### src/hdl/pwr_mode_regs.svh
// constants of the core power-mode controller: bit positions, reset values
// and timing counts; assumes a 100 MHz reference clock on REF_CLK
//
// Contract
// - only two low-power states: idle and stop
// - idle halts core, clocks and peripherals run
// - stop halts core, irqs, internal oscillator
// - oscillators off: only reset resumes operation
// - suspended oscillator wakes on usb or vbus
// - idle bit set enters idle after instruction
// - idle keeps registers and memory unchanged
// - idle ends on enabled interrupt or reset
// - interrupt wake clears idle bit, core resumes
// - service interrupt, then resume after idle write
// - reset from idle: reset sequence, vector zero
// - enabled watchdog reset ends idle
// - stop bit set enters stop after instruction
// - stop halts oscillator, core, digital peripherals
// - stop ends only by reset, vector zero
// - missing clock detector reset ends stop
`ifndef PWR_MODE_REGS_SVH
`define PWR_MODE_REGS_SVH

// power control register layout
`define PWRCTL_IDLE_BIT  0
`define PWRCTL_STOP_BIT  1
`define PWRCTL_GF_LSB    2
`define PWRCTL_GF_MSB    7
`define PWRCTL_RESET     8'h00
`define PWRCTL_GF_RESET  6'h00

// reset sequence
`define RESET_VECTOR     16'h0000
`define RST_SEQ_CYCLES   3'h4

// pin synchroniser reset image: ext reset pin idles high
`define PIN_SYNC_RESET   3'h1

// missing clock detector timeout
`define CLK_PERIOD_NS    10
`define CKDET_TIMEOUT_US   100
`define CKDET_TIMEOUT_CYC  ((`CKDET_TIMEOUT_US * 1000) / `CLK_PERIOD_NS)

// mode codes shown on the mode output
`define MODE_RUN         2'h0
`define MODE_IDLE        2'h1
`define MODE_STOP        2'h2
`define MODE_RESET       2'h3

`endif

### src/hdl/pwr_mode_pkg.sv
// types of the core power-mode controller
// assumes the constants header is compiled alongside
package pwr_mode_pkg;

   // controller states
   typedef enum logic [2:0] {
      ST_RUN,
      ST_IDLE_PEND,
      ST_IDLE,
      ST_STOP_PEND,
      ST_STOP,
      ST_RESET
   } pwr_state_t;

   // asynchronous pin inputs, bit 2 first
   typedef struct packed {
      logic vbus;
      logic usb_nonidle;
      logic ext_reset_n;
   } pin_in_t;

   // registered controls toward the core and clock tree
   typedef struct packed {
      logic        cpu_halt;
      logic        cpu_clk_en;
      logic        periph_clk_en;
      logic        irq_active;
      logic        int_osc_en;
      logic        reset_out;
      logic        irq_wake;
      logic [1:0]  mode;
      logic [15:0] reset_vector;
      logic [7:0]  ctl_rdata;
   } ctl_out_t;

endpackage : pwr_mode_pkg

### src/hdl/pin_sync.sv
// three-stage synchroniser with agreement filter for the pin inputs
// assumes pins are fully asynchronous to REF_CLK
`timescale 1ns/1ps
`include "pwr_mode_regs.svh"

module pin_sync
   import pwr_mode_pkg::*;
(
   input  wire logic    clk,
   input  wire logic    rst,
   input  wire pin_in_t pin_in,
   output pin_in_t      pin_out
);

   logic [2:0] s1_reg;
   logic [2:0] s2_reg;
   logic [2:0] s3_reg;
   logic [2:0] stable_reg;
   logic [2:0] stable_next;

   // take a level only once stages two and three agree
   always_comb
   begin
      stable_next = (~(s2_reg ^ s3_reg) & s3_reg)
                  | ((s2_reg ^ s3_reg) & stable_reg);
   end

   // first stage is read by the second only
   always_ff @(posedge clk)
   begin
      if (rst)
      begin
         s1_reg     <= `PIN_SYNC_RESET;
         s2_reg     <= `PIN_SYNC_RESET;
         s3_reg     <= `PIN_SYNC_RESET;
         stable_reg <= `PIN_SYNC_RESET;
      end
      else
      begin
         s1_reg     <= pin_in;
         s2_reg     <= s1_reg;
         s3_reg     <= s2_reg;
         stable_reg <= stable_next;
      end
   end

   assign pin_out = stable_reg;

endmodule : pin_sync

### src/hdl/cpu_power_mode_control.sv
// idle and stop mode controller of the processor core, with reset
// exit and internal oscillator suspend wake
// assumes core, interrupt logic and watchdog share REF_CLK; reset pin,
// usb activity and vbus are asynchronous pins
`timescale 1ns/1ps
`include "pwr_mode_regs.svh"

module cpu_power_mode_control
   import pwr_mode_pkg::*;
#(
   parameter int CKDET_TIMEOUT_CYC = `CKDET_TIMEOUT_CYC
)
(
   input  wire logic        REF_CLK,
   input  wire logic        RST,
   input  wire logic        PWRCTL_WR,
   input  wire logic [7:0]  PWRCTL_WDATA,
   input  wire logic        INSTR_DONE,
   input  wire logic        IRQ_PENDING,
   input  wire logic        INT_RESET_REQ,
   input  wire logic        WDOG_ENABLE,
   input  wire logic        WDOG_EXPIRED,
   input  wire logic        CKDET_ENABLE,
   input  wire logic        EXT_RESET_N,
   input  wire logic        SUSPEND_REQ,
   input  wire logic        USB_NONIDLE,
   input  wire logic        VBUS,
   input  wire logic        VBUS_WAKE_POLARITY,
   output logic             CPU_HALT,
   output logic             CPU_CLK_EN,
   output logic             PERIPH_CLK_EN,
   output logic             IRQ_ACTIVE,
   output logic             INT_OSC_EN,
   output logic             RESET_OUT,
   output logic             IRQ_WAKE,
   output logic [1:0]       POWER_MODE,
   output logic [15:0]      RESET_VECTOR,
   output logic [7:0]       PWRCTL_RDATA
);

   pin_in_t    pins_raw;
   pin_in_t    pins_s;
   pwr_state_t state_reg;
   pwr_state_t state_next;
   logic [5:0] gflags_reg;
   logic [5:0] gflags_next;
   logic       idle_sel_reg;
   logic       idle_sel_next;
   logic       stop_sel_reg;
   logic       stop_sel_next;
   logic [13:0] ckdet_cnt_reg;
   logic [13:0] ckdet_cnt_next;
   logic [2:0] rst_cnt_reg;
   logic [2:0] rst_cnt_next;
   logic       osc_susp_reg;
   logic       osc_susp_next;
   ctl_out_t   out_reg;
   ctl_out_t   out_next;
   logic       reset_cause;
   logic       ckdet_expire;
   logic       wr_idle;
   logic       wr_stop;
   logic       osc_wake;

   // states in which the core executes nothing
   function automatic logic core_halted(input pwr_state_t s);
      core_halted = (s == ST_IDLE) || (s == ST_STOP) || (s == ST_RESET);
   endfunction : core_halted

   // mode code shown to software and the clock tree
   function automatic logic [1:0] mode_code(input pwr_state_t s);
      unique case (s)
         ST_IDLE:  mode_code = `MODE_IDLE;
         ST_STOP:  mode_code = `MODE_STOP;
         ST_RESET: mode_code = `MODE_RESET;
         default:  mode_code = `MODE_RUN;
      endcase
   endfunction : mode_code

   // pins cross into REF_CLK through the filter
   assign pins_raw.vbus        = VBUS;
   assign pins_raw.usb_nonidle = USB_NONIDLE;
   assign pins_raw.ext_reset_n = EXT_RESET_N;

   pin_sync u_pin_sync
   (
      .clk     (REF_CLK),
      .rst     (RST),
      .pin_in  (pins_raw),
      .pin_out (pins_s)
   );

   // reset sources; detector fires after a full timeout in stop
   assign ckdet_expire = (state_reg == ST_STOP) && CKDET_ENABLE
                      && (ckdet_cnt_reg == 14'(CKDET_TIMEOUT_CYC - 1));
   assign reset_cause  = !pins_s.ext_reset_n || INT_RESET_REQ
                      || (WDOG_ENABLE && WDOG_EXPIRED)
                      || ckdet_expire;
   // both bits in one write count as stop
   assign wr_stop = PWRCTL_WR && PWRCTL_WDATA[`PWRCTL_STOP_BIT];
   assign wr_idle = PWRCTL_WR && PWRCTL_WDATA[`PWRCTL_IDLE_BIT]
                 && !wr_stop;
   assign osc_wake = pins_s.usb_nonidle
                  || (pins_s.vbus == VBUS_WAKE_POLARITY);

   // mode sequencing; reset outranks every other event
   always_comb
   begin
      state_next    = state_reg;
      gflags_next   = gflags_reg;
      idle_sel_next = idle_sel_reg;
      stop_sel_next = stop_sel_reg;
      rst_cnt_next  = rst_cnt_reg;
      if (PWRCTL_WR)
         gflags_next = PWRCTL_WDATA[`PWRCTL_GF_MSB:`PWRCTL_GF_LSB];
      if (reset_cause)
      begin
         state_next    = ST_RESET;
         rst_cnt_next  = `RST_SEQ_CYCLES;
         gflags_next   = `PWRCTL_GF_RESET;
         idle_sel_next = 1'b0;
         stop_sel_next = 1'b0;
      end
      else
      begin
         unique case (state_reg)
            ST_RUN:
            begin
               if (wr_stop)
               begin
                  stop_sel_next = 1'b1;
                  state_next = INSTR_DONE ? ST_STOP : ST_STOP_PEND;
               end
               else if (wr_idle)
               begin
                  idle_sel_next = 1'b1;
                  state_next = INSTR_DONE ? ST_IDLE : ST_IDLE_PEND;
               end
            end
            ST_IDLE_PEND:
            begin
               if (wr_stop)
               begin
                  stop_sel_next = 1'b1;
                  idle_sel_next = 1'b0;
                  state_next = INSTR_DONE ? ST_STOP : ST_STOP_PEND;
               end
               else if (INSTR_DONE)
                  state_next = ST_IDLE;
            end
            ST_STOP_PEND:
            begin
               if (INSTR_DONE)
                  state_next = ST_STOP;
            end
            ST_IDLE:
            begin
               // only an enabled interrupt wakes; flags stay put
               if (IRQ_PENDING)
               begin
                  state_next    = ST_RUN;
                  idle_sel_next = 1'b0;
               end
            end
            ST_STOP:
            begin
               state_next = ST_STOP;
            end
            ST_RESET:
            begin
               if (rst_cnt_reg == 3'h1)
                  state_next = ST_RUN;
               else
                  rst_cnt_next = 3'(rst_cnt_reg - 3'h1);
            end
         endcase
      end
   end

   // detector counts only while stopped with the detector on
   always_comb
   begin
      ckdet_cnt_next = 14'h0000;
      if ((state_reg == ST_STOP) && CKDET_ENABLE && !ckdet_expire)
         ckdet_cnt_next = 14'(ckdet_cnt_reg + 14'h0001);
   end

   // oscillator suspend; a wake that meets a request wins, no lost wake
   always_comb
   begin
      osc_susp_next = osc_susp_reg;
      if (SUSPEND_REQ)
         osc_susp_next = 1'b1;
      if (osc_wake || reset_cause)
         osc_susp_next = 1'b0;
   end

   // output image derived from the next state so ports come from flops
   always_comb
   begin
      out_next               = '0;
      out_next.cpu_halt      = core_halted(state_next);
      out_next.cpu_clk_en    = !core_halted(state_next);
      out_next.periph_clk_en = (state_next != ST_STOP);
      out_next.irq_active    = (state_next != ST_STOP);
      out_next.int_osc_en    = (state_next != ST_STOP)
                            && !osc_susp_next;
      out_next.reset_out     = (state_next == ST_RESET);
      out_next.irq_wake      = (state_reg == ST_IDLE)
                            && (state_next == ST_RUN);
      out_next.mode          = mode_code(state_next);
      out_next.reset_vector  = `RESET_VECTOR;
      // mode select bits always read back as zero
      out_next.ctl_rdata     = {gflags_next, 2'h0};
   end

   // all state registers
   always_ff @(posedge REF_CLK)
   begin
      if (RST)
      begin
         state_reg    <= ST_RUN;
         gflags_reg   <= `PWRCTL_GF_RESET;
         idle_sel_reg <= 1'b0;
         stop_sel_reg <= 1'b0;
         ckdet_cnt_reg <= 14'h0000;
         rst_cnt_reg  <= 3'h0;
         osc_susp_reg <= 1'b0;
         out_reg      <= '0;
      end
      else
      begin
         state_reg    <= state_next;
         gflags_reg   <= gflags_next;
         idle_sel_reg <= idle_sel_next;
         stop_sel_reg <= stop_sel_next;
         ckdet_cnt_reg <= ckdet_cnt_next;
         rst_cnt_reg  <= rst_cnt_next;
         osc_susp_reg <= osc_susp_next;
         out_reg      <= out_next;
      end
   end

   // ports straight from the output register
   assign CPU_HALT      = out_reg.cpu_halt;
   assign CPU_CLK_EN    = out_reg.cpu_clk_en;
   assign PERIPH_CLK_EN = out_reg.periph_clk_en;
   assign IRQ_ACTIVE    = out_reg.irq_active;
   assign INT_OSC_EN    = out_reg.int_osc_en;
   assign RESET_OUT     = out_reg.reset_out;
   assign IRQ_WAKE      = out_reg.irq_wake;
   assign POWER_MODE    = out_reg.mode;
   assign RESET_VECTOR  = out_reg.reset_vector;
   assign PWRCTL_RDATA  = out_reg.ctl_rdata;
endmodule : cpu_power_mode_control

### config.mk
export PLATFORM = sky130hd
export DESIGN_NAME = cpu_power_mode_control
export DESIGN_NICKNAME = d
export VERILOG_FILES = /design/src/hdl/pwr_mode_pkg.sv /design/src/hdl/pin_sync.sv /design/src/hdl/cpu_power_mode_control.sv
export VERILOG_INCLUDE_DIRS = /design/src /design/src/hdl
export SDC_FILE = /design/constraint.sdc
export NUM_CORES = 1
export LEC_CHECK = 0
export ABC_CLOCK_PERIOD_IN_PS = 3100
export BUFFER_PORTS_ARGS = -buffer_cell sky130_fd_sc_hd__buf_4
export CAP_MARGIN = 20
export CORE_ASPECT_RATIO = 1.2
export CORE_MARGIN = 5
export CORE_UTILIZATION = 53
export CTS_BUF_LIST = sky130_fd_sc_hd__clkbuf_8
export CTS_CLUSTER_DIAMETER = 120
export DETAILED_ROUTE_END_ITERATION = 7
export PLACE_DENSITY = 0.8
export SYNTH_ARGS = -nofsm -noshare
export SYNTH_HDL_FRONTEND = slang
export SYNTH_HIERARCHICAL = 1
export SYNTH_SLANG_ARGS = --single-unit
### constraint.sdc
create_clock -name REF_CLK -period 3.1 [get_ports REF_CLK]
set_input_delay 0.775 -clock REF_CLK [delete_from_list [all_inputs] [get_ports REF_CLK]]
set_output_delay 0.775 -clock REF_CLK [all_outputs]
set_load 0.01 [all_outputs]
======== Word-level counts from Yosys, hierarchy flattened ========
Index checks and enable logic that the tools add are counted.
word-level totals
  register bits ........................... 65
  input bits .............................. 22
  output and inout bits ................... 33
  word-level logic and storage cells ...... 88
operators by class
  $add $sub $neg .......................... 2
  equal/unequal tests ..................... 13
  mux-type cells .......................... 19
  bitwise gates (word level) .............. 7
  reduce and logical (&&, ||, !) cells .... 28
operators by type and width
  operator                                                            count
  3-bit 2-to-1 mux                                                    12
  3-bit one-hot mux with 6 select lines                               1
  14-bit by 1-bit adder with 14-bit output, second input constant     1
  14-bit == test, second input constant                               1
  3-bit == test, second input constant                                4
  6-bit 2-to-1 mux                                                    2
  3-bit by 2-bit == test with 1-bit output, second input constant     3
  1-bit logical AND                                                   9
  1-bit logical OR                                                    7
  3-bit bitwise AND                                                   2
  3-bit by 1-bit == test with 1-bit output, second input constant     2
  3-bit logical NOT                                                   2
  2-bit one-hot mux with 3 select lines                               1
  1-bit logical NOT                                                   5
  2-bit AND reduction                                                 2
  2-bit OR reduction                                                  2
  3-bit != test, second input constant                                1
  3-bit inverter                                                      1
  3-bit bitwise OR                                                    1
  3-bit by 1-bit subtractor with 3-bit output, second input constant  1
  3-bit XOR                                                           1
  1-bit 2-to-1 mux                                                    2
  2-bit 2-to-1 mux                                                    1
  2-bit != test, second input constant                                1
  other kinds (3)                                                     4

======== Longest topological paths before layout ========
  word-level depth ........................ 11
  gate-level depth with buffers ........... 8
  gate-level depth less buffers ........... 8

======== Hierarchy ========
Netlist, hierarchy kept.
by module, submodules not included
  module                  times used  cells each  area an instance (um^2)
  cpu_power_mode_control  1           198         1731.7
  pin_sync                1           31          352.8

======== Worst setup path after synthesis ========
Ideal clock, no wire load.
  kind .................................... input to register
  start point ............................. input port INSTR_DONE
  end point ............................... register out_reg, in the netlist CPU_CLK_EN
  setup time .............................. 0.116 ns
  arrival ................................. 2.266 ns
  setup slack ............................. 0.718 ns
  stages on the path ...................... 7
  cells stage by stage .................... buf_6 > mux2i_1 > a2111oi_1 > a22oi_1 > o22a_2 > or3b_1 > and2_2
between the ends
  longest elaborated chain between the ends .. 9
ends and longest elaborated chain
  item                                                                              line                           RTL
  start, declared                                                                   cpu_power_mode_control.sv:18   input wire logic INSTR_DONE,
  2-bit 2-to-1 mux                                                                  cpu_power_mode_control.sv:137  state_next = INSTR_DONE ? ST_IDLE : ST_IDLE_PEND;
  3-bit 2-to-1 mux                                                                  cpu_power_mode_control.sv:134  else if (wr_idle)
  3-bit 2-to-1 mux                                                                  cpu_power_mode_control.sv:129  if (wr_stop)
  3-bit one-hot mux with 6 select lines (*)                                         cpu_power_mode_control.sv:126  unique case (state_reg)
  3-bit 2-to-1 mux (*)                                                              cpu_power_mode_control.sv:116  if (reset_cause)
  3-bit by 2-bit == test with 1-bit output / 3-bit == test (equally long branches)  cpu_power_mode_control.sv:67   core_halted = (s == ST_IDLE) || (s == ST_STOP) || (s == ST_RESET);
  1-bit logical OR                                                                  cpu_power_mode_control.sv:67
  1-bit logical OR (*)                                                              cpu_power_mode_control.sv:67
  1-bit logical NOT (*)                                                             cpu_power_mode_control.sv:203  out_next.cpu_clk_en = !core_halted(state_next);
  end signal, assigned                                                              cpu_power_mode_control.sv:240  out_reg <= out_next;
  end, declared                                                                     cpu_power_mode_control.sv:57   ctl_out_t out_reg;
Every way passes the cells marked *; elsewhere a longest branch is shown, timed or not.
A chain may end at the register's enable or synchronous reset.

======== Worst setup path in the final report ========
  start point ............................. register ckdet_cnt_reg[6]
  end point ............................... register out_reg, in the netlist CPU_CLK_EN
between the ends
  longest elaborated chain between the ends .. 8
ends and longest elaborated chain
  item                                                                              line                           RTL
  start, declared                                                                   cpu_power_mode_control.sv:51   logic [13:0] ckdet_cnt_reg;
  start signal, assigned                                                            cpu_power_mode_control.sv:237  ckdet_cnt_reg <= ckdet_cnt_next;
  14-bit == test (*)                                                                cpu_power_mode_control.sv:95   && (ckdet_cnt_reg == 14'(CKDET_TIMEOUT_CYC - 1));
  1-bit logical AND (*)                                                             cpu_power_mode_control.sv:95
  1-bit logical OR (*)                                                              cpu_power_mode_control.sv:98   || ckdet_expire;
  3-bit 2-to-1 mux (*)                                                              cpu_power_mode_control.sv:116
  3-bit by 2-bit == test with 1-bit output / 3-bit == test (equally long branches)  cpu_power_mode_control.sv:67
  1-bit logical OR                                                                  cpu_power_mode_control.sv:67
  1-bit logical OR (*)                                                              cpu_power_mode_control.sv:67
  1-bit logical NOT (*)                                                             cpu_power_mode_control.sv:203
Marks and branches as above.

==> parameters.txt <==
Parameter                              Value

Die
  Core area ... roughly 3900 um2
  Die Footprint ... approximately 5300 um2
  Number of placed I/O pins ... 55
  Initial Util ... 0.537
  Standard-cell rows ... 25
  Die Span X ... 67.3 um
  Die height ... 78.7 um

Cells and area
  Commonest cells after routing, fill and taps aside ... sky130_fd_sc_hd__dfxtp_1, sky130_fd_sc_hd__buf_4, sky130_fd_sc_hd__nor2_1, sky130_fd_sc_hd__conb_1, sky130_fd_sc_hd__nand2_1
  Final design area excluding fillers ... 2400 um2
  Filler Cells Inserted ... 358
  Number of flip-flops in the largest register ... 14
  Layout cells sized above 1 ... 0.188
  Leading cell type in the layout, fill and taps excluded ... sky130_fd_sc_hd__dfxtp_1
  N_diodes ... 0
  Layout Area Growth over Synthesis ... 15.2%
  Final net count ... 285

Route
  DRC violations left ... 0
  DRT antenna net count ... 0
  Number of search-and-repair iterations in the first detailed-routing pass ... 4
  Sum of routed wire length over all layers ... around 3.8 mm
  Vias per cell ... 5.10
  Detailed router's first-iteration violation count ... 87
  Vias ... ~1600
  Wirelength per Cell ... approximately 12 um

Global route
  Vias in the first global route ... 1487
  Residual overflow from global routing ... 0
  Global-route usage over all layers ... 0.160
  Number of antenna violations at the first check in global routing ... 0
  Pin count of the biggest net entering global routing ... 24
  Global-route wire length before repair ... 6.41 mm

Place
  Placer congestion estimate ... 0.794
  Number of buffers inserted by port buffering ... 36
  Placed cell areas ... ~2300 um2
  Detail Placement HPWL ... around 2.8 mm

Critical path
  Worst reg-to-reg setup slack ... approximately 0.77 ns
  Worst flop-to-flop path startpoint ... ckdet_cnt_reg[6]
  Required time at the endpoint of the critical path ... 3.30 ns
  Beginning of the critical path ... ckdet_cnt_reg[6]
  Worst setup SP type ... flop
  Critical path endpoint category ... flop
  Worst setup path class ... flop to flop
  Worst R2R Path Depth ... 6
  Largest fanout on the critical path ... 12
  Worst endpoint data arrival time ... approximately 2.5 ns

STA
  Number of failing setup endpoints in the final timing report ... 0
  Setup tns final ... 0 ns
  Skew final ... 0.00639 ns
  Shortest period the worst path allows ... 2.33 ns
  Final Hold Fails ... 0
  Setup repair after global routing missed its margin ... no
  Part of the cycle the worst path needs ... 0.753
  F_max ... 429 MHz
  Number of pins with negative max-slew slack in the final report ... 0

Clocking
  Clock latency at the later pin of the worst-skew pair ... ~0.30 ns
  Largest buffer count on any clock path ... 2
  CTS sink count ... 47
  Clock tree from TritonCTS ... done
  Number of buffers added for setup after CTS ... 0
  Cell chosen for the clock root ... sky130_fd_sc_hd__clkbuf_8
  Number of buffers created by CTS ... 5
  PostCTS Resize Cnt ... 0
  Number of levels in the clock H-tree ... 2
  CTS clock-pin slew for the worst setup and hold paths ... 0.08 ns
  Cts hold-fix bufs ... 0

Synth
  Post-synthesis instance area ... ~2100 um2
  Count of cell types in the netlist ... 44
  Count of state elements after synthesis ... 47
  Number of flops mapped to enable cells by yosys ... 0
  Main flop type after synthesis ... sky130_fd_sc_hd__dfxtp_1
  Count of yosys warnings during synthesis ... 6
  Sequential area share after synthesis ... 0.451
  Post-synthesis async set-or-reset flop share ... 0
  Syn_area_per_cell ... approximately 9.1 um2
  Cell count after synthesis ... between 200 and 250

Min path
  Hold Path Class ... flop to flop
  Worst Min Path Start ... u_pin_sync/s1_reg[0]
  Depth of the worst hold-timing path ... 1

Pwr
  Leak ... around 0.99 nW
  Max VDD drop ... roughly 0.00034 V
  Power per Cell Area ... 514 nW/um2

Run status
  Result of the run ... complete, no violations

Job
  # Max-Cap Violations ... 0
-- metrics by stage --
step           utilization  cells  hold slack, ns  setup WS, ns  power, mW
6_report             0.619    315           0.413         0.767       1.23
5_1_grt              0.619    315           0.452         0.572       1.29
4_1_cts              0.619    315           0.412         0.747       1.25
3_5_place_dp         0.589    307           0.392         0.585      0.787
3_3_place_gp         0.589    307           0.390         0.625      0.784
2_1_floorplan            -    246           0.383         0.718      0.755
-- worst paths after layout --
check	to
worst max-delay path	CPU_CLK_EN
worst min-delay path	u_pin_sync/s2_reg[0]
worst max register to register	CPU_CLK_EN
worst min register to register	u_pin_sync/s2_reg[0]
-- cell usage after synthesis (4+ instances only) --
cell,instances,share of area
sky130_fd_sc_hd__nand2_1,16,0.029
sky130_fd_sc_hd__o21ai_0,4,0.0096
sky130_fd_sc_hd__mux2i_1,9,0.043
sky130_fd_sc_hd__nand3_1,6,0.014
sky130_fd_sc_hd__dfxtp_1,47,0.45
sky130_fd_sc_hd__inv_1,5,0.0090
sky130_fd_sc_hd__xor2_1,9,0.038
sky130_fd_sc_hd__a21oi_1,11,0.026
sky130_fd_sc_hd__buf_4,20,0.072
sky130_fd_sc_hd__nor2_1,33,0.059
sky130_fd_sc_hd__nor3_1,4,0.0096
sky130_fd_sc_hd__xnor2_1,5,0.021
sky130_fd_sc_hd__nor2b_1,7,0.021
-- worst max-delay path, stage by stage, from the launching register on --
cell	delay [ns]
sky130_fd_sc_hd__dfxtp_1	0.36
sky130_fd_sc_hd__or4b_1	0.54
sky130_fd_sc_hd__nor4_2	0.33
sky130_fd_sc_hd__a41oi_2	0.28
sky130_fd_sc_hd__nand2b_1	0.46
sky130_fd_sc_hd__a21oi_1	0.06
sky130_fd_sc_hd__and2_2	0.21
-- area by class of cell --
cell class | count | area, um2 | area share
sequential | 47 | 941 | 0.392
multi-input combinational | 165 | 986 | 0.411
tap | 54 | 67.6 | 0.0281
clock buffer | 6 | 82.6 | 0.0344
inverter | 5 | 18.8 | 0.00782
clock inverter | 2 | 35.0 | 0.0146
timing repair buffer | 36 | 270 | 0.113
-- power breakdown --
| group | total [mW] | switching (mW) | internal, mW |
|---|---|---|---|
| Sequential | 0.641 | 0.0171 | 0.624 |
| Clock | 0.460 | 0.199 | 0.261 |
| Combinational | 0.132 | 0.0690 | 0.0633 |
-- layer usage --
metal  up-vias  GRT usage  share of wire
li1        793          -              -
met1       758      0.186           0.41
met2        48      0.258           0.50
met3         6     0.0495          0.069
met4         0     0.0832          0.019
met5         -          0              0
-- logic make-up after synthesis --
logic type	synth area share
AO/OA/AOI/OAI	0.106
XOR/XNOR	0.0588
adder cells (fa/ha/maj)	0.0180
buffers and inverters	0.106
flip-flops	0.451
multiplexers	0.0432
other	0.00180
AND/OR/NAND/NOR	0.215
No activity file was read; power rests on OpenSTA's default activity.
